### src/pkg/fpp_pkg.sv
/*
  fpp_pkg: constants for the fuse prom programming controller.
  assumes a 25 MHz system clock; all timing counts derive from it.
*/
`default_nettype none
package fpp_pkg;
  // ------------------------------------------------------------
  // geometry
  // ------------------------------------------------------------
  localparam int ADDR_W = 10;
  localparam int DATA_W = 8;
  localparam int WORDS  = 1024;
  // ------------------------------------------------------------
  // timing
  // ------------------------------------------------------------
  localparam int CLK_MHZ        = 25;
  localparam int SENSE_GAP_NS   = 10000;   // sense off around address change
  localparam int VERIFY_DLY_NS  = 700;     // after pulse trailing edge
  localparam int PULSE_NS       = 7500;    // programming pulse width
  localparam int PULSE_GAP_NS   = 3000;    // low time keeps duty above 70 %
  localparam int TRAIN_MAX_MS   = 100;     // longest train per bit
  localparam int EXTRA_PULSES   = 4;
  localparam int SENSE_GAP_CYC  = (SENSE_GAP_NS * CLK_MHZ + 999) / 1000;
  localparam int VERIFY_DLY_CYC = (VERIFY_DLY_NS * CLK_MHZ + 999) / 1000;
  localparam int PULSE_CYC      = (PULSE_NS * CLK_MHZ + 999) / 1000;
  localparam int PULSE_GAP_CYC  = (PULSE_GAP_NS * CLK_MHZ + 999) / 1000;
  localparam int TRAIN_MAX_CYC  = TRAIN_MAX_MS * 1000 * CLK_MHZ;
  localparam int TMR_W          = 24;
  // ------------------------------------------------------------
  // controller states
  // ------------------------------------------------------------
  typedef enum logic [7:0] {
    FPP_IDLE   = 8'h01,
    FPP_SETUP  = 8'h02,
    FPP_PULSE  = 8'h04,
    FPP_VERIFY = 8'h08,
    FPP_EXTRA  = 8'h10,
    FPP_HOLD   = 8'h20,
    FPP_READ   = 8'h40,
    FPP_DONE   = 8'h80
  } fpp_state_t;
endpackage
`default_nettype wire

### src/hw/fpp_timer.sv
/*
  fpp_timer: loadable down counter with a one-cycle expiry pulse.
  assumes the caller loads it only when a new interval starts.
*/
`timescale 1ns/100ps
`default_nettype none
module fpp_timer #(
  parameter int W = 24
) (
  input  wire logic         sys_clk,
  input  wire logic         sys_rst,
  input  wire logic         load,
  input  wire logic [W-1:0] value,
  output logic              expired
);
  logic [W-1:0] cnt_q;
  logic         run_q;
  assign expired = run_q && (cnt_q == '0);
  always_ff @(posedge sys_clk or posedge sys_rst) begin
    if (sys_rst) begin
      cnt_q <= '0;
      run_q <= 1'b0;
    end else if (load) begin
      cnt_q <= value;
      run_q <= 1'b1;
    end else if (expired) begin
      run_q <= 1'b0;
    end else if (run_q) begin
      cnt_q <= cnt_q - 1'b1;
    end
  end
endmodule
`default_nettype wire

### src/hw/fpp_ctrl.sv
/*
  fpp_ctrl: host-side controller that reads and fuse-programs a
  1024 x 8 bipolar prom through its pins.
  assumes external drivers turn pgm_pulse and sense_on into the analog
  current sources, and a comparator gives sense_high (output above 7.5 V).
*/
// Operation
// - programmer disables the chip after setting address, before pulses.
// - address set first, then pulses into the one output of the bit.
// - pulse until sensed one, then four extra pulses, then stop.
// - sense current off 10 us before and after any address change.
// - wait 0.7 us after each pulse trailing edge before sensing.
// - train per bit at most 100 ms, else bit reported failed.
// - bit judged one by sensed voltage against 7.5 V threshold.
`timescale 1ns/100ps
`default_nettype none
module fpp_ctrl
  import fpp_pkg::*;
#(
  parameter int TRAIN_MAX = TRAIN_MAX_CYC,
  parameter int SENSE_GAP = SENSE_GAP_CYC
) (
  input  wire logic              sys_clk,
  input  wire logic              sys_rst,
  input  wire logic              req_valid,
  output logic                   req_ready,
  input  wire logic              req_write,
  input  wire logic [ADDR_W-1:0] req_addr,
  input  wire logic [2:0]        req_bit,
  output logic                   rsp_valid,
  output logic [DATA_W-1:0]      rsp_data,
  output logic                   rsp_fail,
  output logic [ADDR_W-1:0]      prom_addr,
  output logic                   select_low_a_n,
  output logic                   select_low_b_n,
  output logic                   select_high_a,
  output logic                   select_high_b,
  input  wire logic [DATA_W-1:0] prom_data,
  output logic [DATA_W-1:0]      pgm_pulse,
  output logic [DATA_W-1:0]      sense_on,
  input  wire logic              sense_high
);
  // ------------------------------------------------------------
  // state and registers
  // ------------------------------------------------------------
  fpp_state_t        st_q, st_d;
  logic [ADDR_W-1:0] addr_q;
  logic [2:0]        bit_q;
  logic [2:0]        extra_q;
  logic [TMR_W-1:0]  train_q;
  logic [DATA_W-1:0] data_q;
  logic              fail_q;
  logic              tmr_load;
  logic [TMR_W-1:0]  tmr_val;
  logic              tmr_exp;
  logic              verified;
  logic              train_over;
  logic              take;
  logic [1:0]        rd_cnt_q;
  logic              ph_q;
  logic              tmr_exp_gap;

  fpp_timer #(.W(TMR_W)) u_tmr (
    .sys_clk (sys_clk),
    .sys_rst (sys_rst),
    .load    (tmr_load),
    .value   (tmr_val),
    .expired (tmr_exp)
  );

  function automatic logic [DATA_W-1:0] bit_onehot(input logic [2:0] b);
    bit_onehot = DATA_W'(1) << b;
  endfunction

  // ------------------------------------------------------------
  // decode
  // ------------------------------------------------------------
  assign take       = req_valid && (st_q == FPP_IDLE);
  assign req_ready  = (st_q == FPP_IDLE);
  // a blown fuse pulls the sensed output below the threshold
  assign verified   = !sense_high;
  assign train_over = (train_q >= TMR_W'(TRAIN_MAX));
  // enabled only while reading; disabled by one low select during programming
  assign select_low_a_n = !(st_q == FPP_READ);
  assign select_low_b_n = 1'b0;
  assign select_high_a  = 1'b1;
  assign select_high_b  = 1'b1;
  assign prom_addr      = addr_q;
  // pulses go only into the selected bit's output
  assign pgm_pulse = (st_q == FPP_PULSE || st_q == FPP_EXTRA) && !tmr_exp_gap
                     ? bit_onehot(bit_q) : '0;
  // sense on only in verify window, never near address changes
  assign sense_on  = (st_q == FPP_VERIFY) ? bit_onehot(bit_q) : '0;
  assign rsp_data  = data_q;
  assign rsp_fail  = fail_q;

  // pulse phase: high for PULSE_CYC then low gap, tracked by phase bit
  assign tmr_exp_gap = ph_q;

  // ------------------------------------------------------------
  // next state
  // ------------------------------------------------------------
  always_comb begin
    st_d     = st_q;
    tmr_load = 1'b0;
    tmr_val  = '0;
    case (st_q)
      FPP_IDLE: begin
        if (take) begin
          st_d     = req_write ? FPP_SETUP : FPP_READ;
          tmr_load = req_write;
          tmr_val  = TMR_W'(SENSE_GAP);
        end
      end
      FPP_SETUP: begin
        if (tmr_exp) begin
          st_d     = FPP_PULSE;
          tmr_load = 1'b1;
          tmr_val  = TMR_W'(PULSE_CYC);
        end
      end
      FPP_PULSE, FPP_EXTRA: begin
        if (tmr_exp && !ph_q) begin
          tmr_load = 1'b1;
          tmr_val  = TMR_W'(st_q == FPP_PULSE ? VERIFY_DLY_CYC : PULSE_GAP_CYC);
          if (st_q == FPP_PULSE) st_d = FPP_VERIFY;
        end else if (tmr_exp && ph_q) begin
          if (extra_q == 3'(EXTRA_PULSES - 1)) begin
            st_d     = FPP_HOLD;
            tmr_val  = TMR_W'(SENSE_GAP);
          end else begin
            tmr_val  = TMR_W'(PULSE_CYC);
          end
          tmr_load = 1'b1;
        end
      end
      FPP_VERIFY: begin
        if (tmr_exp) begin
          tmr_load = 1'b1;
          if (verified) begin
            st_d    = FPP_EXTRA;
            tmr_val = TMR_W'(PULSE_CYC);
          end else if (train_over) begin
            st_d    = FPP_HOLD;
            tmr_val = TMR_W'(SENSE_GAP);
          end else begin
            st_d    = FPP_PULSE;
            tmr_val = TMR_W'(PULSE_CYC);
          end
        end
      end
      FPP_HOLD: if (tmr_exp) st_d = FPP_DONE;
      FPP_READ: if (rd_cnt_q == 2'h3) st_d = FPP_DONE;
      FPP_DONE: st_d = FPP_IDLE;
      default:  st_d = FPP_IDLE;
    endcase
  end

  // ------------------------------------------------------------
  // registers
  // ------------------------------------------------------------
  always_ff @(posedge sys_clk or posedge sys_rst) begin
    if (sys_rst) begin
      st_q <= FPP_IDLE;
      ph_q <= 1'b0;
    end else begin
      st_q <= st_d;
      if (st_q == FPP_EXTRA && tmr_exp) ph_q <= !ph_q;
      else if (st_q != FPP_EXTRA) ph_q <= 1'b0;
    end
  end

  always_ff @(posedge sys_clk or posedge sys_rst) begin
    if (sys_rst) begin
      addr_q   <= '0;
      bit_q    <= '0;
      extra_q  <= '0;
      train_q  <= '0;
      rd_cnt_q <= '0;
    end else begin
      if (take) begin
        addr_q <= req_addr;
        bit_q  <= req_bit;
      end
      if (st_q == FPP_IDLE) train_q <= '0;
      else if (st_q == FPP_PULSE || st_q == FPP_VERIFY) train_q <= train_q + 1'b1;
      if (st_q != FPP_EXTRA) extra_q <= '0;
      else if (tmr_exp && ph_q) extra_q <= extra_q + 1'b1;
      rd_cnt_q <= (st_q == FPP_READ) ? rd_cnt_q + 1'b1 : 2'h0;
    end
  end

  // ------------------------------------------------------------
  // answer
  // ------------------------------------------------------------
  // read waits four cycles (160 ns) to cover the prom access time
  always_ff @(posedge sys_clk or posedge sys_rst) begin
    if (sys_rst) begin
      data_q    <= '0;
      fail_q    <= 1'b0;
      rsp_valid <= 1'b0;
    end else begin
      rsp_valid <= (st_d == FPP_DONE);
      if (st_q == FPP_READ && rd_cnt_q == 2'h3) data_q <= prom_data;
      if (take) fail_q <= 1'b0;
      else if (st_q == FPP_VERIFY && tmr_exp && !verified && train_over)
        fail_q <= 1'b1;
    end
  end
endmodule
`default_nettype wire

### config.mk
export PLATFORM = sky130hd
export DESIGN_NAME = fpp_ctrl
export DESIGN_NICKNAME = d
export VERILOG_FILES = /design/src/pkg/fpp_pkg.sv /design/src/hw/fpp_timer.sv /design/src/hw/fpp_ctrl.sv
export SDC_FILE = /design/constraint.sdc
export NUM_CORES = 1
export LEC_CHECK = 0
export BUFFER_PORTS_ARGS = -buffer_cell sky130_fd_sc_hd__clkbuf_2
export CORE_UTILIZATION = 62
export DETAILED_ROUTE_END_ITERATION = 7
export PLACE_DENSITY = 0.93
export SLEW_MARGIN = 20
export SYNTH_ARGS = -nofsm -noshare
export SYNTH_HDL_FRONTEND = slang
export SYNTH_HIERARCHICAL = 1
export SYNTH_SLANG_ARGS = --single-unit
### constraint.sdc
create_clock -name sys_clk -period 6.9 [get_ports sys_clk]
set_input_delay 1.38 -clock sys_clk [delete_from_list [all_inputs] [get_ports sys_clk]]
set_output_delay 1.38 -clock sys_clk [all_outputs]
set_load 0.02 [all_outputs]
==> results.yml, run 1 <==
detailed_routing:
  drtIter0Drc: 476
  first_pass_iters: 6
  ant_nets: 0
  viasPerCell: 6.16
  avgRoutedWirePerCell_um: 16.0
  drc_errors: 0
  via_count: 4342
  routed_wl_um: 11200
status:
  status: "finished, final reports clean"
global_route:
  overflow: 0
  antenna_found_initial: 0
  grt_start_max_net_pins: 62
  grt.total_usage: 0.292
  grt_pass1_wl_um: 19300
  grt_pass1_vias: 4191
sta:
  finalWorstSetupSlack_ns: 3.07
  drv_slew: 0
  setup_tns_ns: 0
  max_clock_freq_mhz: 261
  clock_skew_ns: 0.00703
  relSlewSlack: 0.286
  hold_violations: 0
  finalCriticalPeriod_ns: 3.83
  min_period_over_period: 0.556
  setup_viol: 0
  worst_pin_slew_ns: 1.06
  holdWs_ns: 0.462
  rsz0062_at_grt: "false"
logic_synthesis:
  synth_edf_count: 0
  syn_area_um2: 4840
  synth_fa_ha_area_frac: 0.0155
  avgSynthCellArea_um2: 9.07
  synthXorXnorAreaFrac: 0.0829
  synthMuxAreaShare: 0.0326
  yosys_warnings: 6
  async_flop_share: 1.00
  yosys.area_share.simple: 0.267
  synth_top_family_by_area: "simple AND/OR/NAND/NOR gates"
  ys_seq_area_frac: 0.445
  yosys_most_used_dff: "dfrtp_1"
  ys_seq_elements: 86
  synth_cell_types: 63
  synth_compound_area_frac: 0.115
  synth_cells: 534
setup_path:
  cp_data_required_time_ns: 5.52
  worstSetupPathType: "flop to primary output"
  start_kind: "flop"
  arrival_ns: 2.45
  worstSetupEndpointType: "primary output"
  crit_fanout: 10
clock_tree:
  cts_hold_buf: 0
  cts-root-buf: "clkbuf_8"
  htree_levels: 3
  cts_tree: "yes"
  cts.path.max_buffers: 2
  cts_made_buffers: 9
  clk_pin_slew_worst_paths_ns: 0.09
  cts_num_sinks: 86
  clk-insertion-delay-late_ns: 0.36
  ctsResizeCount: 0
  cts_setup_buffers: 0
power_and_ir_drop:
  vdd_drop_max_mv: 0.281
  power_density_nw_per_um2: 319
  leakage_nw: 2.44
  power_mw: 1.74
floorplan:
  fp.dieH_um: 90.4
  chipWidth_um: 90.4
  dieArea_um2: 8170
  core_um2: 7410
  initial_core_util: 0.654
  io_pins: 67
  rows: 31
finish:
  num_antenna_cells: 0
  final_net_count: 633
  fin_cells: 705
  final_common_cell: "nand2_1"
  layout-area-overhead-vs-synth_pct: 12.6
  most-common-layout-cells: "89 x nand2_1, 85 x dfrtp_1, 63 x clkbuf_2, 51 x nor2_1, 26 x nor3_1"
  nFillCells: 473
  multi_input_area_um2: 2560
  ff_latch_area_um2: 2150
  layout-drive-gt1-share: 0.183
  final_area_um2: 5450
  final_util: 0.736
place:
  dpl.hpwl_um: 7680
  place_ws_ns: 3.46
  place_inst: 689
  portBuffers: 63
  place_area_um2: 5240
  place.gp.congestion: 0.899
flow_run:
  max_cap_violations: 0
hold_path:
  hp-class: "flop to flop"
==> layer usage <==
layer / track usage / wire length [µm] / vias up
met2: 0.476 / 5460 / 250
met1: 0.370 / 4510 / 2052
met3: 0.0640 / 867 / 53
li1: - / - / 1987
met5: 0 / 0 / -
met4: 0.144 / 417 / 0
==> final timing paths <==
path | start | endpoint | slack (ns) | depth (start not counted)
worst max-delay path | st_q[6] | pgm_pulse[4] | 3.07 | 6
worst min-delay path | rd_cnt_q[0] | rd_cnt_q[0] | 0.46 | 1
worst max register to register | u_tmr/cnt_q[0] | u_tmr/cnt_q[6] | 3.21 | 11
worst min register to register | rd_cnt_q[0] | rd_cnt_q[0] | 0.46 | 1
max in group asynchronous | sys_rst | u_tmr/run_q | 5.13 | 2
min in group asynchronous | sys_rst | train_q[3] | 1.21 | 3
==> cell type report <==
cell class              instances  share of cell area
multi-input cells             419               0.469
clock inverters                 6              0.0129
inverters                      19              0.0131
well taps                      99              0.0227
clock buffers                  10              0.0252
flip-flops and latches         86               0.395
repair buffers                 66              0.0620
==> synthesized netlist by cell type (3+ instances only) <==
| library cell | n | share of area |
|---|---|---|
| a21oi_1 | 10 | 0.010 |
| and2_1 | 3 | 0.0039 |
| and3_1 | 7 | 0.0090 |
| buf_2 | 6 | 0.0062 |
| buf_4 | 4 | 0.0062 |
| clkbuf_1 | 16 | 0.012 |
| dfrtp_1 | 85 | 0.44 |
| ha_1 | 6 | 0.016 |
| inv_1 | 19 | 0.015 |
| mux2_2 | 14 | 0.033 |
| nand2_1 | 89 | 0.069 |
| nand2b_1 | 7 | 0.0090 |
| nand3_1 | 13 | 0.013 |
| nand4_1 | 12 | 0.016 |
| nor2_1 | 51 | 0.040 |
| nor3_1 | 26 | 0.027 |
| nor4_1 | 11 | 0.014 |
| nor4b_1 | 3 | 0.0054 |
| o2111ai_1 | 7 | 0.013 |
| o211ai_1 | 9 | 0.014 |
| o21ai_0 | 8 | 0.0083 |
| o21ai_1 | 22 | 0.023 |
| o22ai_1 | 3 | 0.0039 |
| or3_1 | 8 | 0.010 |
| xnor2_1 | 20 | 0.036 |
| xor2_1 | 24 | 0.043 |
==> state kept, by name, indices dropped and copies added (netlist names) <==
signal	count
extra_q	3
rd_cnt_q	2
train_q	24
ph_q	1
rsp_data	8
st_q	8
u_tmr/run_q	1
u_tmr/cnt_q	24
prom_addr	10
rsp_fail	1
rsp_valid	1
bit_q	3
==> cell families (layout without fill, tap and decap cells) <==
group	Yosys count	after routing
flops	86	86
other cells	2	19
compound gates	83	83
buf+inv	46	101
simple gates	252	252
mux	14	14
fa+ha+maj	6	6
xor+xnor	45	45
==> where the power goes <==
| part | leakage [nW] | switching (mW) | internal [mW] | total (mW) |
|---|---|---|---|---|
| Clock | 0.0951 | 0.188 | 0.179 | 0.367 |
| Combinational | 1.24 | 0.386 | 0.225 | 0.611 |
| Sequential | 1.11 | 0.138 | 0.625 | 0.762 |
| Total | 2.44 | 0.712 | 1.03 | 1.74 |
==> worst max-delay path: stages, from the launching register on <==
cell      delay (ns)
dfrtp_1         0.45
nor3_4          0.41
nand2_1         0.17
a21oi_1         0.38
nand3_1         0.25
nor3_1          0.22
clkbuf_2        0.21
Power figures use the tool's default switching activity.
==> run 2, diff against run 1 <==
--- a/config.mk
+++ b/config.mk
@@ -6,9 +6,9 @@
 export NUM_CORES = 1
 export LEC_CHECK = 0
 export BUFFER_PORTS_ARGS = -buffer_cell sky130_fd_sc_hd__clkbuf_2
-export CORE_UTILIZATION = 62
+export CORE_UTILIZATION = 58
 export DETAILED_ROUTE_END_ITERATION = 7
-export PLACE_DENSITY = 0.93
+export PLACE_DENSITY = 0.88
 export SLEW_MARGIN = 20
 export SYNTH_ARGS = -nofsm -noshare
 export SYNTH_HDL_FRONTEND = slang
==> constraint.sdc (replaced) <==
create_clock -name sys_clk -period 3.85 [get_ports sys_clk]
set_input_delay 0.77 -clock sys_clk [delete_from_list [all_inputs] [get_ports sys_clk]]
set_output_delay 0.77 -clock sys_clk [all_outputs]
set_load 0.02 [all_outputs]
==> run 2 against run 1 <==
Net effect: sequential power increased by 80%; critical endpoint is now pgm_pulse[0]; highest routed layer unchanged; die area increased by 6.7%; wire length is 5.7% lower; largest cell class unchanged; worst hold slack got worse by 0.020 ns; combinational power grew 78%.
==> results.yml, run 2 (synthesis gave the netlist of run 1 again) <==
status:
  status: "finished, final reports clean"
hold_path:
  hp-class: "flop to flop"
sta:
  rsz0062_at_grt: "false"
  max_clock_freq_mhz: 308
  finalWorstSetupSlack_ns: 0.605
  relSlewSlack: 0.395
  min_period_over_period: 0.843
  worst_pin_slew_ns: 0.906
  clock_skew_ns: 0.0123
  setup_tns_ns: 0
  drv_slew: 0
  finalCriticalPeriod_ns: 3.25
  holdWs_ns: 0.442
  setup_viol: 0
  hold_violations: 0
floorplan:
  rows: 32
  chipWidth_um: 93.4
  initial_core_util: 0.614
  fp.dieH_um: 93.4
  core_um2: 7890
  dieArea_um2: 8720
  io_pins: 67
setup_path:
  arrival_ns: 2.48
  start_kind: "flop"
  cp_data_required_time_ns: 3.08
  worstSetupEndpointType: "primary output"
  crit_fanout: 10
  worstSetupPathType: "flop to primary output"
finish:
  num_antenna_cells: 0
  final_net_count: 635
  final_common_cell: "nand2_1"
  layout-drive-gt1-share: 0.184
  layout-area-overhead-vs-synth_pct: 13.3
  most-common-layout-cells: "89 x nand2_1, 85 x dfrtp_1, 63 x clkbuf_2, 51 x nor2_1, 26 x nor3_1"
  fin_cells: 710
detailed_routing:
  drtIter0Drc: 259
  drc_errors: 0
  via_count: 4129
  viasPerCell: 5.82
  ant_nets: 0
  routed_wl_um: 10600
  avgRoutedWirePerCell_um: 14.9
  first_pass_iters: 5
power_and_ir_drop:
  p_switching_mw: 1.27
  power_density_nw_per_um2: 578
  leakage_nw: 2.46
  clkPwrFrac: 0.224
  p_seq_frac: 0.432
  p_int_mw: 1.91
  vdd_drop_max_mv: 0.516
  power_frac_comb: 0.345
  swShare: 0.399
  power_mw: 3.17
clock_tree:
  cts-root-buf: "clkbuf_8"
  cts.path.max_buffers: 2
  htree_levels: 3
  cts_setup_buffers: 0
  cts_made_buffers: 9
  clk_pin_slew_worst_paths_ns: 0.09
  cts_num_sinks: 86
  cts_tree: "yes"
  clk-insertion-delay-late_ns: 0.36
  ctsResizeCount: 0
  cts_hold_buf: 0
global_route:
  grt.total_usage: 0.262
  grt_start_max_net_pins: 42
  grt_pass1_wl_um: 17900
  overflow: 0
  antenna_found_initial: 0
  grt_pass1_vias: 3946
place:
  portBuffers: 63
  place.gp.congestion: 0.926
  place_ws_ns: 0.830
  place_inst: 694
  dpl.hpwl_um: 7380
flow_run:
  max_cap_violations: 0
==> run 2: cell count changes in the layout (fill, tap and decap cells not counted), sizes merged <==
cell      change
buf           +2
bufinv        +1
clkinvlp      -2
inv           +1
==> run 2: metal layers <==
metal  vias up  share of wire  track usage
met5         -              0            0
met4         0          0.018       0.0885
met1      1935           0.42        0.334
li1       1984              -            -
met2       187           0.49        0.437
met3        23          0.066       0.0634
==> run 2: worst paths after layout <==
| kind | startpoint | to | slack, ns | depth (start not counted) |
|---|---|---|---|---|
| max | st_q[6] | pgm_pulse[0] | 0.60 | 6 |
| min | rd_cnt_q[0] | rd_cnt_q[0] | 0.44 | 1 |
| max reg2reg | u_tmr/cnt_q[0] | u_tmr/cnt_q[4] | 0.74 | 9 |
| min reg2reg | rd_cnt_q[0] | rd_cnt_q[0] | 0.44 | 1 |
| max in group asynchronous | sys_rst | ph_q | 2.48 | 3 |
| min in group asynchronous | sys_rst | bit_q[1] | 0.58 | 2 |
==> run 2: metrics by stage <==
step            util  area, µm²
5_1_grt        0.695       5480
4_1_cts        0.695       5480
3_3_place_gp   0.667       5260
2_1_floorplan      -       4910
3_5_place_dp   0.667       5260
6_report       0.695       5480
==> run 2: critical path: stages, from the launching register on <==
cell and delay, ns:
dfrtp_1 0.46, nor3_4 0.44, nand2_1 0.19, a21o_1 0.28
or3_1 0.40, nor3_1 0.15, clkbuf_2 0.20
==> run 2: power groups by stage <==
| stage | combinational (mW) | sequential, mW | clock, mW |
|---|---|---|---|
| after floorplan | 0.813 | 1.36 | 0 |
| after global placement | 1.03 | 1.36 | 0 |
| after detailed placement | 1.07 | 1.37 | 0 |
| after CTS | 1.09 | 1.36 | 0.714 |
| after global routing | 1.21 | 1.40 | 0.750 |
| final | 1.09 | 1.37 | 0.709 |
==> run 2: layout make-up <==
type / instances / area (µm²)
clock buffer: 10 / 128
multi-input combinational: 419 / 2560
clock inverter: 6 / 93.8
sequential: 86 / 2150
tap: 102 / 128
fill: 553 / 2400
inverter: 19 / 71.3
timing repair buffer: 68 / 353
